===== src/inc/pmrc_regs.svh =====
// Timing counts, reset values and fixed addresses of the power-mode and reset controller.
//
// Contract
// - Light sleep stops the core clock; wake only restores it.
// - Light sleep suspends execution until reset or interrupt; peripherals keep running.
// - Deep sleep stops all clocks but the RC oscillator, gated unless watchdog clock.
// - Deep sleep shuts analog, flash standby; watchdog oscillator and brown-out may stay.
// - Deep sleep wakes on reset, GPIO, watchdog, USB, RTC or serial interrupts.
// - Serial port wakes deep modes only in low-frequency, synchronous or clear-to-send mode.
// - Power-down stops all clocks but selected watchdog oscillator; analog and flash off.
// - Power-down wakes on reset, GPIO, watchdog, USB, RTC or serial interrupts.
// - Deepest power-down powers only wake pin and always-on domain; wakes on pin or RTC.
// - Entry into deepest power-down is refused while the lock bit is set.
// - Wake pin is held high in deepest power-down; low wakes the device.
// - Pin, watchdog, power-on and brown-out resets merge into one chip reset.
// - On reset release the core starts fetching at address zero.
// - A reset pin low pulse of at least 50 ns resets and wakes.
// - The reset pin is ignored in deepest power-down and kept high outside.
// - Brown-out below the selected interrupt level raises an interrupt and a flag.
// - Brown-out below the selected one of two reset levels forces chip reset.
// - Reset pin low selects boundary scan, high selects serial debug; debug off in reset.
// - The test access port offers boundary scan only, never debug access.
// - After any reset or deepest power-down wake, run from the RC oscillator.
`ifndef PMRC_REGS_SVH
`define PMRC_REGS_SVH

`define PMRC_CLK_PERIOD_PS 5000
`define PMRC_RST_PULSE_NS 50
`define PMRC_RST_PULSE_CYC ((`PMRC_RST_PULSE_NS * 1000 + `PMRC_CLK_PERIOD_PS - 1) / `PMRC_CLK_PERIOD_PS)
`define PMRC_RST_HOLD_CYC 16
`define PMRC_SCAN_SETUP_US 250
`define PMRC_BOOT_ADDR 32'h0000_0000
`define PMRC_SYNC_DEPTH 2

`endif


===== src/inc/pmrc_pkg.sv =====
// Types shared by the power-mode and reset controller modules.
package pmrc_pkg;
    typedef enum logic [2:0] {PMRC_ACTIVE, PMRC_SLEEP, PMRC_DEEP_SLEEP, PMRC_POWER_DOWN,
        PMRC_DEEP_PD} pmrc_mode_type;
    typedef enum logic [1:0] {PMRC_REQ_SLEEP, PMRC_REQ_DEEP_SLEEP, PMRC_REQ_POWER_DOWN,
        PMRC_REQ_DEEP_PD} pmrc_req_type;
endpackage


===== src/inc/pmrc_rst_if.sv =====
// Reset sources and merged chip reset between the controller and its reset merger.
`timescale 1ns/1ps
interface pmrc_rst_if;
    logic pin_rst;
    logic wdt_rst;
    logic por_rst;
    logic bod_rst;
    logic wake_rst;
    logic chip_rst;
    logic release_pulse;
    modport merge (input pin_rst, input wdt_rst, input por_rst, input bod_rst,
        input wake_rst, output chip_rst, output release_pulse);
    modport ctrl (output pin_rst, output wdt_rst, output por_rst, output bod_rst,
        output wake_rst, input chip_rst, input release_pulse);
endinterface


===== src/logic/pmrc_input_sync.sv =====
// Two-flip-flop synchronisers for a vector of asynchronous inputs.
`timescale 1ns/1ps
`include "pmrc_regs.svh"
module pmrc_input_sync #(
    parameter int WIDTH = 8,
    parameter logic [WIDTH-1:0] RESET_VAL = '0
) (
    input wire logic clk,
    input wire logic rst,
    input wire logic [WIDTH-1:0] async_in,
    output logic [WIDTH-1:0] sync_out
);
    initial begin
        if (WIDTH < 1) begin
            $error("pmrc_input_sync: WIDTH must be at least 1.");
        end
    end

    genvar i;
    generate
        for (i = 0; i < WIDTH; i++) begin : g_bit
            logic stage1;
            logic stage2;
            logic next_stage1;
            logic next_stage2;
            always_comb begin
                next_stage1 = async_in[i];
                next_stage2 = stage1;
            end
            always_ff @(posedge clk) begin
                if (rst) begin
                    stage1 <= RESET_VAL[i];
                    stage2 <= RESET_VAL[i];
                end else begin
                    stage1 <= next_stage1;
                    stage2 <= next_stage2;
                end
            end
            assign sync_out[i] = stage2;
        end
    endgenerate
endmodule


===== src/logic/pmrc_reset_merge.sv =====
// Merges all reset sources into one stretched chip reset.
`timescale 1ns/1ps
`include "pmrc_regs.svh"
module pmrc_reset_merge #(
    parameter int HOLD_CYC = `PMRC_RST_HOLD_CYC
) (
    input wire logic clk,
    input wire logic rst,
    pmrc_rst_if.merge rif
);
    initial begin
        if (HOLD_CYC < 1 || HOLD_CYC > 255) begin
            $error("pmrc_reset_merge: HOLD_CYC must be 1 to 255.");
        end
    end

    logic [7:0] hold_cnt;
    logic chip_rst;
    logic release_pulse;
    logic [7:0] next_hold_cnt;
    logic next_chip_rst;
    logic next_release_pulse;
    logic any_src;

    always_comb begin
        any_src = rif.pin_rst | rif.wdt_rst | rif.por_rst | rif.bod_rst | rif.wake_rst;
        next_hold_cnt = hold_cnt;
        next_chip_rst = chip_rst;
        next_release_pulse = 1'b0;
        if (any_src) begin
            next_hold_cnt = 8'(HOLD_CYC);
            next_chip_rst = 1'b1;
        end else if (hold_cnt != 8'h00) begin
            next_hold_cnt = hold_cnt - 8'h01;
        end else if (chip_rst) begin
            next_chip_rst = 1'b0;
            next_release_pulse = 1'b1;
        end
    end

    always_ff @(posedge clk) begin
        if (rst) begin
            hold_cnt <= 8'(HOLD_CYC);
            chip_rst <= 1'b1;
            release_pulse <= 1'b0;
        end else begin
            hold_cnt <= next_hold_cnt;
            chip_rst <= next_chip_rst;
            release_pulse <= next_release_pulse;
        end
    end

    assign rif.chip_rst = chip_rst;
    assign rif.release_pulse = release_pulse;

    src_gives_rst_a: assert property (@(posedge clk) disable iff (rst)
        any_src |=> chip_rst)
        else $error("A reset source did not raise chip reset.");
endmodule


===== src/logic/pmrc_top.sv =====
// Power-mode sequencer, reset merging, brown-out and test port selection.
`timescale 1ns/1ps
`include "pmrc_regs.svh"
module pmrc_top #(
    parameter int RST_PULSE_CYC = `PMRC_RST_PULSE_CYC,
    parameter int RST_HOLD_CYC = `PMRC_RST_HOLD_CYC
) (
    input wire logic CLK,
    input wire logic SYS_RST,
    input wire logic RESET_PIN_N,
    input wire logic WAKE_PIN_N,
    input wire logic RTC_WAKE,
    input wire logic POWER_ON_RST,
    input wire logic [1:0] BROWNOUT_INT_BELOW,
    input wire logic [1:0] BROWNOUT_RST_BELOW,
    input wire logic BROWNOUT_INT_SEL,
    input wire logic BROWNOUT_RST_SEL,
    input wire logic BROWNOUT_RST_EN,
    input wire logic BROWNOUT_KEEP,
    input wire logic WDT_RESET,
    input wire logic WDT_IRQ,
    input wire logic WDT_OSC_KEEP,
    input wire logic WDT_CLK_IS_IRC,
    input wire logic GPIO_WAKE,
    input wire logic USB_ACT_IRQ,
    input wire logic RTC_IRQ,
    input wire logic SERIAL_IRQ,
    input wire logic UART_IRQ,
    input wire logic UART_WAKE_MODE,
    input wire logic IRQ_PENDING,
    input wire logic MODE_REQ,
    input wire logic [1:0] MODE_SEL,
    input wire logic DEEP_PD_LOCK,
    input wire logic CLK_SEL_WR,
    input wire logic [1:0] CLK_SEL_VAL,
    output logic CORE_CLK_EN,
    output logic PERIPH_CLK_EN,
    output logic CLK_SRC_EN,
    output logic IRC_RUN,
    output logic IRC_OUT_EN,
    output logic WDT_OSC_EN,
    output logic ANALOG_EN,
    output logic FLASH_ON,
    output logic FLASH_STANDBY,
    output logic BROWNOUT_EN,
    output logic CORE_POWER_ON,
    output logic [1:0] MAIN_CLK_SEL,
    output logic CHIP_RST,
    output logic FLASH_INIT,
    output logic CORE_START,
    output logic [31:0] BOOT_ADDR,
    output logic BROWNOUT_IRQ,
    output logic BROWNOUT_FLAG,
    output logic DEEP_PD_REFUSED,
    output logic TAP_SCAN_SEL,
    output logic SWD_EN,
    output logic TAP_DEBUG_EN
);
    initial begin
        if (RST_PULSE_CYC < 1 || RST_PULSE_CYC > 255) begin
            $error("pmrc_top: RST_PULSE_CYC must be 1 to 255.");
        end
    end

    // ==========================================================
    // Input synchronisers
    // ==========================================================
    localparam int NSYNC = 8;
    logic [NSYNC-1:0] sync_raw;
    logic [NSYNC-1:0] sync_val;
    logic pin_n_s;
    logic wake_n_s;
    logic rtc_wake_s;
    logic por_s;
    logic [1:0] bod_int_s;
    logic [1:0] bod_rst_s;

    assign sync_raw = {RESET_PIN_N, WAKE_PIN_N, RTC_WAKE, POWER_ON_RST,
        BROWNOUT_INT_BELOW, BROWNOUT_RST_BELOW};

    pmrc_input_sync #(
        .WIDTH(NSYNC),
        .RESET_VAL(8'hc0)
    ) u_sync (
        .clk(CLK),
        .rst(SYS_RST),
        .async_in(sync_raw),
        .sync_out(sync_val)
    );

    assign pin_n_s = sync_val[7];
    assign wake_n_s = sync_val[6];
    assign rtc_wake_s = sync_val[5];
    assign por_s = sync_val[4];
    assign bod_int_s = sync_val[3:2];
    assign bod_rst_s = sync_val[1:0];

    // ==========================================================
    // Reset pin pulse qualifier
    // ==========================================================
    pmrc_pkg::pmrc_mode_type mode;
    logic [7:0] low_cnt;
    logic [7:0] next_low_cnt;
    logic pin_rst;

    always_comb begin
        next_low_cnt = 8'h00;
        if (!pin_n_s && mode != pmrc_pkg::PMRC_DEEP_PD) begin
            next_low_cnt = (low_cnt == 8'(RST_PULSE_CYC)) ? low_cnt : low_cnt + 8'h01;
        end
    end

    always_ff @(posedge CLK) begin
        if (SYS_RST) begin
            low_cnt <= 8'h00;
        end else begin
            low_cnt <= next_low_cnt;
        end
    end

    // A low pulse held for the minimum width becomes a reset that wakes.
    assign pin_rst = (low_cnt == 8'(RST_PULSE_CYC));

    // ==========================================================
    // Reset merging
    // ==========================================================
    pmrc_rst_if rif ();
    logic bod_rst_hit;
    logic wake_rst;

    assign bod_rst_hit = BROWNOUT_RST_EN && bod_rst_s[BROWNOUT_RST_SEL];
    assign rif.pin_rst = pin_rst;
    assign rif.wdt_rst = WDT_RESET && mode != pmrc_pkg::PMRC_DEEP_PD;
    assign rif.por_rst = por_s;
    assign rif.bod_rst = bod_rst_hit && mode != pmrc_pkg::PMRC_DEEP_PD;
    assign rif.wake_rst = wake_rst;

    pmrc_reset_merge #(
        .HOLD_CYC(RST_HOLD_CYC)
    ) u_merge (
        .clk(CLK),
        .rst(SYS_RST),
        .rif(rif)
    );

    // ==========================================================
    // Power-mode sequencer
    // ==========================================================
    pmrc_pkg::pmrc_mode_type next_mode;
    logic next_wake_rst;
    logic next_refused;
    logic refused;
    logic deep_wake;
    logic uart_wake;

    assign uart_wake = UART_IRQ && UART_WAKE_MODE;
    assign deep_wake = GPIO_WAKE | WDT_IRQ | USB_ACT_IRQ | RTC_IRQ | SERIAL_IRQ | uart_wake;

    always_comb begin
        next_mode = mode;
        next_wake_rst = 1'b0;
        next_refused = 1'b0;
        case (mode)
            pmrc_pkg::PMRC_ACTIVE: begin
                if (MODE_REQ) begin
                    case (pmrc_pkg::pmrc_req_type'(MODE_SEL))
                        pmrc_pkg::PMRC_REQ_SLEEP: next_mode = pmrc_pkg::PMRC_SLEEP;
                        pmrc_pkg::PMRC_REQ_DEEP_SLEEP: next_mode = pmrc_pkg::PMRC_DEEP_SLEEP;
                        pmrc_pkg::PMRC_REQ_POWER_DOWN: next_mode = pmrc_pkg::PMRC_POWER_DOWN;
                        default: begin
                            if (DEEP_PD_LOCK) begin
                                next_refused = 1'b1;
                            end else begin
                                next_mode = pmrc_pkg::PMRC_DEEP_PD;
                            end
                        end
                    endcase
                end
            end
            pmrc_pkg::PMRC_SLEEP: begin
                if (IRQ_PENDING) begin
                    next_mode = pmrc_pkg::PMRC_ACTIVE;
                end
            end
            pmrc_pkg::PMRC_DEEP_SLEEP, pmrc_pkg::PMRC_POWER_DOWN: begin
                if (deep_wake) begin
                    next_mode = pmrc_pkg::PMRC_ACTIVE;
                end
            end
            default: begin
                if (!wake_n_s || rtc_wake_s) begin
                    next_mode = pmrc_pkg::PMRC_ACTIVE;
                    next_wake_rst = 1'b1;
                end
            end
        endcase
        if (rif.chip_rst && mode != pmrc_pkg::PMRC_DEEP_PD) begin
            next_mode = pmrc_pkg::PMRC_ACTIVE;
            next_refused = 1'b0;
        end
    end

    always_ff @(posedge CLK) begin
        if (SYS_RST) begin
            mode <= pmrc_pkg::PMRC_ACTIVE;
            wake_rst <= 1'b0;
            refused <= 1'b0;
        end else begin
            mode <= next_mode;
            wake_rst <= next_wake_rst;
            refused <= next_refused;
        end
    end

    // ==========================================================
    // Clock selection
    // ==========================================================
    logic [1:0] clk_sel;
    logic [1:0] next_clk_sel;

    always_comb begin
        next_clk_sel = clk_sel;
        if (rif.chip_rst || wake_rst) begin
            next_clk_sel = 2'h0;
        end else if (CLK_SEL_WR && mode == pmrc_pkg::PMRC_ACTIVE) begin
            next_clk_sel = CLK_SEL_VAL;
        end
    end

    always_ff @(posedge CLK) begin
        if (SYS_RST) begin
            clk_sel <= 2'h0;
        end else begin
            clk_sel <= next_clk_sel;
        end
    end

    // ==========================================================
    // Clock, analog and power gating outputs
    // ==========================================================
    logic [10:0] gate;
    logic [10:0] next_gate;
    logic run_m;
    logic deep_m;
    logic pd_m;
    logic dpd_m;
    logic next_chip_rst_w;

    always_comb begin
        run_m = next_mode == pmrc_pkg::PMRC_ACTIVE || next_mode == pmrc_pkg::PMRC_SLEEP;
        deep_m = next_mode == pmrc_pkg::PMRC_DEEP_SLEEP;
        pd_m = next_mode == pmrc_pkg::PMRC_POWER_DOWN;
        dpd_m = next_mode == pmrc_pkg::PMRC_DEEP_PD;
        next_gate[0] = next_mode == pmrc_pkg::PMRC_ACTIVE;
        next_gate[1] = run_m;
        next_gate[2] = run_m;
        next_gate[3] = run_m || deep_m || next_chip_rst_w;
        next_gate[4] = run_m || (deep_m && WDT_CLK_IS_IRC);
        next_gate[5] = run_m || ((deep_m || pd_m) && WDT_OSC_KEEP);
        next_gate[6] = run_m;
        next_gate[7] = run_m || deep_m;
        next_gate[8] = deep_m;
        next_gate[9] = !dpd_m && (run_m || BROWNOUT_KEEP);
        next_gate[10] = !dpd_m;
    end

    assign next_chip_rst_w = rif.chip_rst;

    always_ff @(posedge CLK) begin
        if (SYS_RST) begin
            gate <= 11'h40f;
        end else begin
            gate <= next_gate;
        end
    end

    assign CORE_CLK_EN = gate[0];
    assign PERIPH_CLK_EN = gate[1];
    assign CLK_SRC_EN = gate[2];
    assign IRC_RUN = gate[3];
    assign IRC_OUT_EN = gate[4];
    assign WDT_OSC_EN = gate[5];
    assign ANALOG_EN = gate[6];
    assign FLASH_ON = gate[7];
    assign FLASH_STANDBY = gate[8];
    assign BROWNOUT_EN = gate[9];
    assign CORE_POWER_ON = gate[10];
    assign MAIN_CLK_SEL = clk_sel;
    assign DEEP_PD_REFUSED = refused;

    // ==========================================================
    // Reset, boot, brown-out and test port outputs
    // ==========================================================
    logic [5:0] misc;
    logic [5:0] next_misc;

    always_comb begin
        next_misc[0] = rif.chip_rst;
        next_misc[1] = rif.chip_rst;
        next_misc[2] = rif.release_pulse;
        next_misc[3] = bod_int_s[BROWNOUT_INT_SEL] && gate[9];
        next_misc[4] = !pin_n_s;
        next_misc[5] = pin_n_s && !rif.chip_rst;
    end

    always_ff @(posedge CLK) begin
        if (SYS_RST) begin
            misc <= 6'h03;
        end else begin
            misc <= next_misc;
        end
    end

    assign CHIP_RST = misc[0];
    assign FLASH_INIT = misc[1];
    assign CORE_START = misc[2];
    assign BOOT_ADDR = `PMRC_BOOT_ADDR;
    assign BROWNOUT_IRQ = misc[3];
    assign BROWNOUT_FLAG = misc[3];
    assign TAP_SCAN_SEL = misc[4];
    assign SWD_EN = misc[5];
    // The test access port never carries debug traffic.
    assign TAP_DEBUG_EN = 1'b0;

    // ==========================================================
    // Assertions
    // ==========================================================
    sleep_core_off_a: assert property (@(posedge CLK) disable iff (SYS_RST)
        mode == pmrc_pkg::PMRC_SLEEP |-> ##1 !CORE_CLK_EN || $past(next_mode) !=
        pmrc_pkg::PMRC_SLEEP)
        else $error("Core clock running in light sleep.");

    sleep_irq_wake_a: assert property (@(posedge CLK) disable iff (SYS_RST)
        mode == pmrc_pkg::PMRC_SLEEP && IRQ_PENDING |=> mode == pmrc_pkg::PMRC_ACTIVE
        && CORE_CLK_EN)
        else $error("Interrupt did not end light sleep.");

    deep_gate_a: assert property (@(posedge CLK) disable iff (SYS_RST)
        mode == pmrc_pkg::PMRC_DEEP_SLEEP && $past(mode) == pmrc_pkg::PMRC_DEEP_SLEEP
        && !rif.chip_rst |-> !PERIPH_CLK_EN && !ANALOG_EN && FLASH_STANDBY)
        else $error("Deep sleep left a clock or analog block on.");

    uart_wake_a: assert property (@(posedge CLK) disable iff (SYS_RST)
        mode == pmrc_pkg::PMRC_POWER_DOWN && !rif.chip_rst && UART_IRQ &&
        !UART_WAKE_MODE && !GPIO_WAKE && !WDT_IRQ && !USB_ACT_IRQ && !RTC_IRQ &&
        !SERIAL_IRQ |=> mode == pmrc_pkg::PMRC_POWER_DOWN)
        else $error("Serial port woke power-down in a mode that cannot.");

    dpd_lock_a: assert property (@(posedge CLK) disable iff (SYS_RST)
        mode == pmrc_pkg::PMRC_ACTIVE && MODE_REQ && MODE_SEL == 2'h3 && DEEP_PD_LOCK
        |=> mode != pmrc_pkg::PMRC_DEEP_PD && (DEEP_PD_REFUSED || $past(rif.chip_rst)))
        else $error("Deepest power-down entered while locked.");

    dpd_wake_a: assert property (@(posedge CLK) disable iff (SYS_RST)
        mode == pmrc_pkg::PMRC_DEEP_PD && !wake_n_s |=> mode == pmrc_pkg::PMRC_ACTIVE
        ##[1:3] CHIP_RST)
        else $error("Wake pin did not wake and reset the device.");

    pin_width_a: assert property (@(posedge CLK) disable iff (SYS_RST)
        $rose(pin_rst) |-> $past(low_cnt) == 8'(RST_PULSE_CYC - 1) ##[1:2] rif.chip_rst)
        else $error("Reset pin pulse width not honoured.");

    dpd_pin_ignored_a: assert property (@(posedge CLK) disable iff (SYS_RST)
        mode == pmrc_pkg::PMRC_DEEP_PD && $past(mode) == pmrc_pkg::PMRC_DEEP_PD |->
        low_cnt == 8'h00)
        else $error("Reset pin counted during deepest power-down.");

    swd_in_reset_a: assert property (@(posedge CLK) disable iff (SYS_RST)
        rif.chip_rst |=> !SWD_EN)
        else $error("Serial debug enabled during reset.");

    irc_after_reset_a: assert property (@(posedge CLK) disable iff (SYS_RST)
        $fell(rif.chip_rst) |-> MAIN_CLK_SEL == 2'h0 && IRC_RUN)
        else $error("Reset did not return to the RC oscillator.");
endmodule


===== config.mk =====
export PLATFORM = sky130hd
export DESIGN_NAME = pmrc_top
export DESIGN_NICKNAME = d
export VERILOG_FILES = /design/src/inc/pmrc_pkg.sv /design/src/inc/pmrc_rst_if.sv /design/src/logic/pmrc_input_sync.sv /design/src/logic/pmrc_reset_merge.sv /design/src/logic/pmrc_top.sv
export VERILOG_INCLUDE_DIRS = /design/src /design/src/inc
export SDC_FILE = /design/constraint.sdc
export NUM_CORES = 1
export LEC_CHECK = 0
export BUFFER_PORTS_ARGS = -buffer_cell sky130_fd_sc_hd__buf_4
export CAP_MARGIN = 20
export CORE_ASPECT_RATIO = 1.1
export CORE_MARGIN = 8
export CORE_UTILIZATION = 49
export DETAILED_ROUTE_END_ITERATION = 7
export PLACE_DENSITY = 0.9
export SYNTH_ARGS = -nofsm -noshare
export SYNTH_HDL_FRONTEND = slang
export SYNTH_SLANG_ARGS = --single-unit
export TNS_END_PERCENT = 30

===== constraint.sdc =====
create_clock -name CLK -period 2.1 [get_ports CLK]
set_input_delay 0.21 -clock CLK [delete_from_list [all_inputs] [get_ports CLK]]
set_output_delay 0.21 -clock CLK [all_outputs]
set_load 0.01 [all_outputs]

# [Word level (Yosys, flattened, before mapping)]
# Cells that the tools add are included.
# W data, S select, Z words.
[classes] add_sub_neg=2 multipliers=0 div_mod_pow=0 magnitude_cmp=2 eq_ne=11 n_shift=0 muxes=15 bitwise=12 n_reduce_logical=36
[ops] operator="$mux W3" n=6
[ops] operator="$pmux W3 S3" n=2
[ops] operator="$eq A3 B2 Y1 const B" n=4
[ops] operator="$logic_and A1 B1 Y1" n=12
[ops] operator="$logic_or A1 B1 Y1" n=9
[ops] operator="$or A1 B1 Y1" n=9
[ops] operator="$add A8 B1 Y8 const B" n=1
[ops] operator="$eq A8 B4 Y1 const B" n=1
[ops] operator="$reduce_bool A8 Y1" n=1
[ops] operator="$reduce_or A2 Y1" n=4
[ops] operator="$sub A8 B1 Y8 const B" n=1
[ops] operator="$mux W1" n=7
[ops] operator="$reduce_or A7 Y1" n=1
[ops] operator="$eq A3 B1 Y1 const B" n=2
[ops] operator="$logic_not A3 Y1" n=2
[ops] operator="$reduce_or A5 Y1" n=1
[ops] operator="$logic_not A1 Y1" n=4
[ops] operator="$lt A1 B2 Y1 const B" n=2
[ops] operator="$eq A3 B3 Y1 const B" n=1
[ops] operator="$ne A3 B3 Y1 const B" n=1
[ops] operator="$not A1 Y1" n=3
[ops] operator="$reduce_or A3 Y1" n=1
[ops] operator="$eq A2 B1 Y1 const B" n=1
[ops] operator="$eq A2 B2 Y1 const B" n=1
[ops] operator="$logic_not A2 Y1" n=1
[totals] ff_bits=58 latch_bits=0 ramBits=0 mem_bits_ro=0 input_bits=32 output_inout_bits=54 elab_cells=104 mem_count=0

# [Depth between registers and ports, before layout]
[logic_depth] ltp_word=12 mapped_depth=7 depth_no_buf=7

# [Cells and area by module]
# A second synthesis with hierarchy kept.
[hier_totals] hier_cells=260 hier_area_um2=2481.1
[modules_own_cells] module="pmrc_top" instances=1 cells_each=167 area_each_um2=1521.5
[modules_own_cells] module="pmrc_input_sync" instances=1 cells_each=41 area_each_um2=499.2
[modules_own_cells] module="pmrc_reset_merge" instances=1 cells_each=52 area_each_um2=460.4

# [Worst setup path before layout]
# No wires, ideal clock.
[synth_timing] path_kind="register to register" start="register low_cnt[1]" end="register u_merge.hold_cnt[2]" setup_ps=115 arrival_ps=1376 required_time_ps=1985 setup_slack_ps=609 stages_incl_launch_ff=7 n_path_buf=0 synth_period_minus_slack_ps=1491 path_cell_list="dfxtp_1 -> ha_1 -> nor4b_1 -> nand2_1 -> o211ai_1 -> nand2b_1 -> nor2_1"
[synth_between] elab_chain_cells=6
[synth_rtl] element="from (decl)" line="pmrc_top.sv:102" rtl="logic [7:0] low_cnt;"
[synth_rtl] element="from (signal assigned)" line="pmrc_top.sv:117" rtl="low_cnt <= next_low_cnt;"
[synth_rtl] element="$eq A8 B4 Y1" line="pmrc_top.sv:122" rtl="assign pin_rst = (low_cnt == 8'(RST_PULSE_CYC));"
[synth_rtl] element="$or A1 B1 Y1 (4 in a row)" line="pmrc_reset_merge.sv:26" rtl="any_src = rif.pin_rst | rif.wdt_rst | rif.por_rst | rif.bod_rst | rif.wake_rst;"
[synth_rtl] element="$reduce_or A2 Y1 (no source line)"
[synth_rtl] element="to (signal assigned)" line="pmrc_reset_merge.sv:43" rtl="hold_cnt <= 8'(HOLD_CYC);"
[synth_rtl] element="to (signal assigned)" line="pmrc_reset_merge.sv:47" rtl="hold_cnt <= next_hold_cnt;"
[synth_rtl] element="to (decl)" line="pmrc_reset_merge.sv:17" rtl="logic [7:0] hold_cnt;"
# Every way passes these cells.
# A chain may end at the register's enable or synchronous reset.

# [Worst setup path in the final report]
[layout_timing] start="register low_cnt[1]" end="register u_merge.hold_cnt[3]"
# Same word-level chain as after synthesis.

==> impl_results.md <==
* Root Driver: clkbuf_8
* Post-Syn Area per Cell at 9.674 um2
* Slew Viols, Final at 0
* NetSw at 0.4854 mW
* Final Cycle Share at 86.07%
* Layout fillers at 430
* Pin count of the biggest net entering global routing at 33
* Area taken by multi-input logic gates at 1086 um2
* Warnings, synthesis at 0
* Post-DP HPWL at 3660 um
* Clock power frac at 35.2%
* Lkg Pwr at 1.246 nW
* Layout cells sized above 1 at 24.92%
* Top post-synthesis cells by area: dfxtp_1 46%, buf_4 11%, nor2b_1 4.1%
* Mapped cell area at 2419 um2
* Hold Path End: u_sync.g_bit[6].next_stage2
* Setup crit start kind: flip-flop
* RSZ-0062 raised after global routing: no
* Worst slew margin at 42.26%
* Number of synthesized flops with an enable pin at 0
* CP Class: reg2reg
* Register Area at 1121 um2
* Cells after DPL at 351
* Hold Path Origin: WAKE_PIN_N
* Reg2reg setup slack at 290 ps
* Initial core utilization at 49.37%
* Setup TNS at 0 ps
* Switching portion of total power at 23.78%
* ANT cells at 0
* Post-synth top area cell: dfxtp_1
* H-Tree Level Count at 2
* Maximum clock path buffer count at 2
* Clock-pin slew on the worst setup and hold paths at 100 ps
* PortBufs at 52
* Worst-Skew Late Latency at 310 ps
* Worst Tran Pin Value at 854.1 ps
* Internal power at 1.556 mW
* Design Power at 2.041 mW
* Post-Synthesis Cells at 250
* Postcts setup bufs at 0
* Via count at 1679
* GRT Total Usage at 12.49%
* Crit Reg-Reg Endpoint: u_merge.hold_cnt[3]
* Area of the core at 4898 um2
* Setup Viol. Count Final at 0
* First-pass GRT wire length at 7603 um
* Final WL at 4685 um
* Power per standard cell area at 724.0 nW/um2
* Fraction of registers with async set/reset at 0%
* IR drop worst, VDD at 0.3209 mV
* Die height at 89.69 um
* Num rows at 27
* Clock Sink Count at 56
* Origin of the critical flop-to-flop path: low_cnt[1]
* Max_cap viols at 0
* Top_reg_cell synth: dfxtp_1
* DRC Markers at 0
* CTS buffer count at 5
* Skew final at 8.516 ps
* Post-route worst setup slack at 292.6 ps
* Total congestion overflow at 0
* Die area at 7443 um2
* Synth top area share at 46.35%
* Die Wd at 82.99 um
* Dpl ws at 305.4 ps
* Hold Crit Class: in2reg
* Count leader, synth: dfxtp_1
* Synth unique cells at 48
* P&R area growth vs syn at 16.55%
* Fin. Hold Viols at 0
* Logic pwr share at 10.3%
* Antenna Nets Post-Route at 0
* Via density per instance at 4.677
* Via count of the first global-routing pass at 1763
* Post_cts resized at 0
* CP Data Required Time at 2310 ps
* Hold Crit Depth at 2
* Nets@finish at 339
* Tmin final at 1807 ps
* Num ports at 86
* Worst EP arrival at 2020 ps
* Clock tree from TritonCTS: yes
* Hold_ws at 73.91 ps
* Drt wl/cell at 13.05 um
* CTS Hold Bufs at 0
* Crit Path Max Fanout at 8
* Sequential area share after synthesis at 46.35%
* Gpl congestion at 0.8067
* R2R cell count at 6
* Sequential power share at 54.5%
* FF+latch count, synth at 56
* CP Capture Type: flip-flop
* Status: complete, no violations
* Fmax at 553.3 MHz
* Drt pass-1 iters at 4
* Iter 0 DRT Violations at 84
* Fin cells at 359
* Post-synth top cells: 56 x dfxtp_1, 36 x buf_4, 26 x nor2_1
* Antenna violations before repair at 0
## final cells by class
type | count | area share, %
timing repair buffer | 52 | 13.85
multi-input combinational | 176 | 38.53
sequential | 56 | 39.77
inverter | 9 | 1.198
clock inverter | 3 | 1.642
tap | 58 | 2.574
clock buffer | 5 | 2.441
## flip-flops by register name, summed over array words and instances (netlist names)
| name | flops |
|---|---|
| DEEP_PD_REFUSED | 1 |
| MAIN_CLK_SEL | 2 |
| gate | 10 |
| low_cnt | 8 |
| misc | 5 |
| mode | 3 |
| rif.wake_rst | 1 |
| u_merge.hold_cnt | 8 |
| u_merge.rif.chip_rst | 1 |
| u_merge.rif.release_pulse | 1 |
| u_sync.g_bit.next_stage2 | 8 |
| u_sync.g_bit.stage2 | 8 |
## critical path, cell delays in order (launching register included)
cell and delay [ps]:
dfxtp_1 430, ha_1 180, nor4b_1 250, nand2_1 200, o211ai_1 370, nand2b_1 230
nor2_1 60
## metrics by stage
| step | utilization, % | instance area, um2 |
|---|---|---|
| 2_1_floorplan | - | 2539 |
| 3_3_place_gp | 55.20 | 2704 |
| 3_5_place_dp | 55.20 | 2704 |
| 4_1_cts | 57.55 | 2819 |
| 5_1_grt | 57.55 | 2819 |
| 6_report | 57.55 | 2819 |
## layer usage
metal  part of all wire (%)  GRT usage [%]  vias to the layer above
li1                       -              -                      855
met1                     43          13.89                      761
met2                     48          21.07                       54
met3                    6.1          3.971                        9
met4                    2.6          6.869                        0
met5                      0              0                        -
## layout by cell type, fill, tap and decap left out, types with 7 or more instances in the layout
cell and n:
buf_4 52, conb_1 33, dfxtp_1 56, ha_1 7
inv_1 9, nand2_1 7, nand3_1 11, nor2_1 26
nor2b_1 16, nor3_1 9
## worst max-delay path by stage
| stage | from | to | cells after the start |
|---|---|---|---|
| 5_1_grt | low_cnt[1] | u_merge.hold_cnt[3] | 6 |
| 4_1_cts | low_cnt[1] | u_merge.hold_cnt[5] | 6 |
| 6_report | low_cnt[1] | u_merge.hold_cnt[3] | 6 |
| 3_3_place_gp | low_cnt[1] | u_merge.hold_cnt[5] | 6 |
| 2_1_floorplan | low_cnt[1] | u_merge.hold_cnt[2] | 6 |
| 3_5_place_dp | low_cnt[1] | u_merge.hold_cnt[5] | 6 |
## power groups by stage
stage               sequential (mW)  combinational (mW)  clock, mW
floorplan                      1.14               0.176          0
global placement               1.14               0.203          0
detailed placement             1.14               0.209          0
CTS                            1.11               0.209      0.728
global route                   1.12               0.234      0.781
finish                         1.11               0.210      0.719
## kinds of logic (layout without fill, tap and decap cells)
family                   count (synthesis)  after routing  share of synthesized area (%)
XOR/XNOR                                12             12                          4.346
multiplexers                             5              5                          2.121
adder cells (fa/ha/maj)                  7              7                          3.621
AO/OA/AOI/OAI                           18             18                          6.157
AND/OR/NAND/NOR                        101            101                          23.54
flip-flops                              56             56                          46.35
other                                    1             33                         0.1551
buffers and inverters                   50             69                          13.71
(Power assumes the default switching activity.)
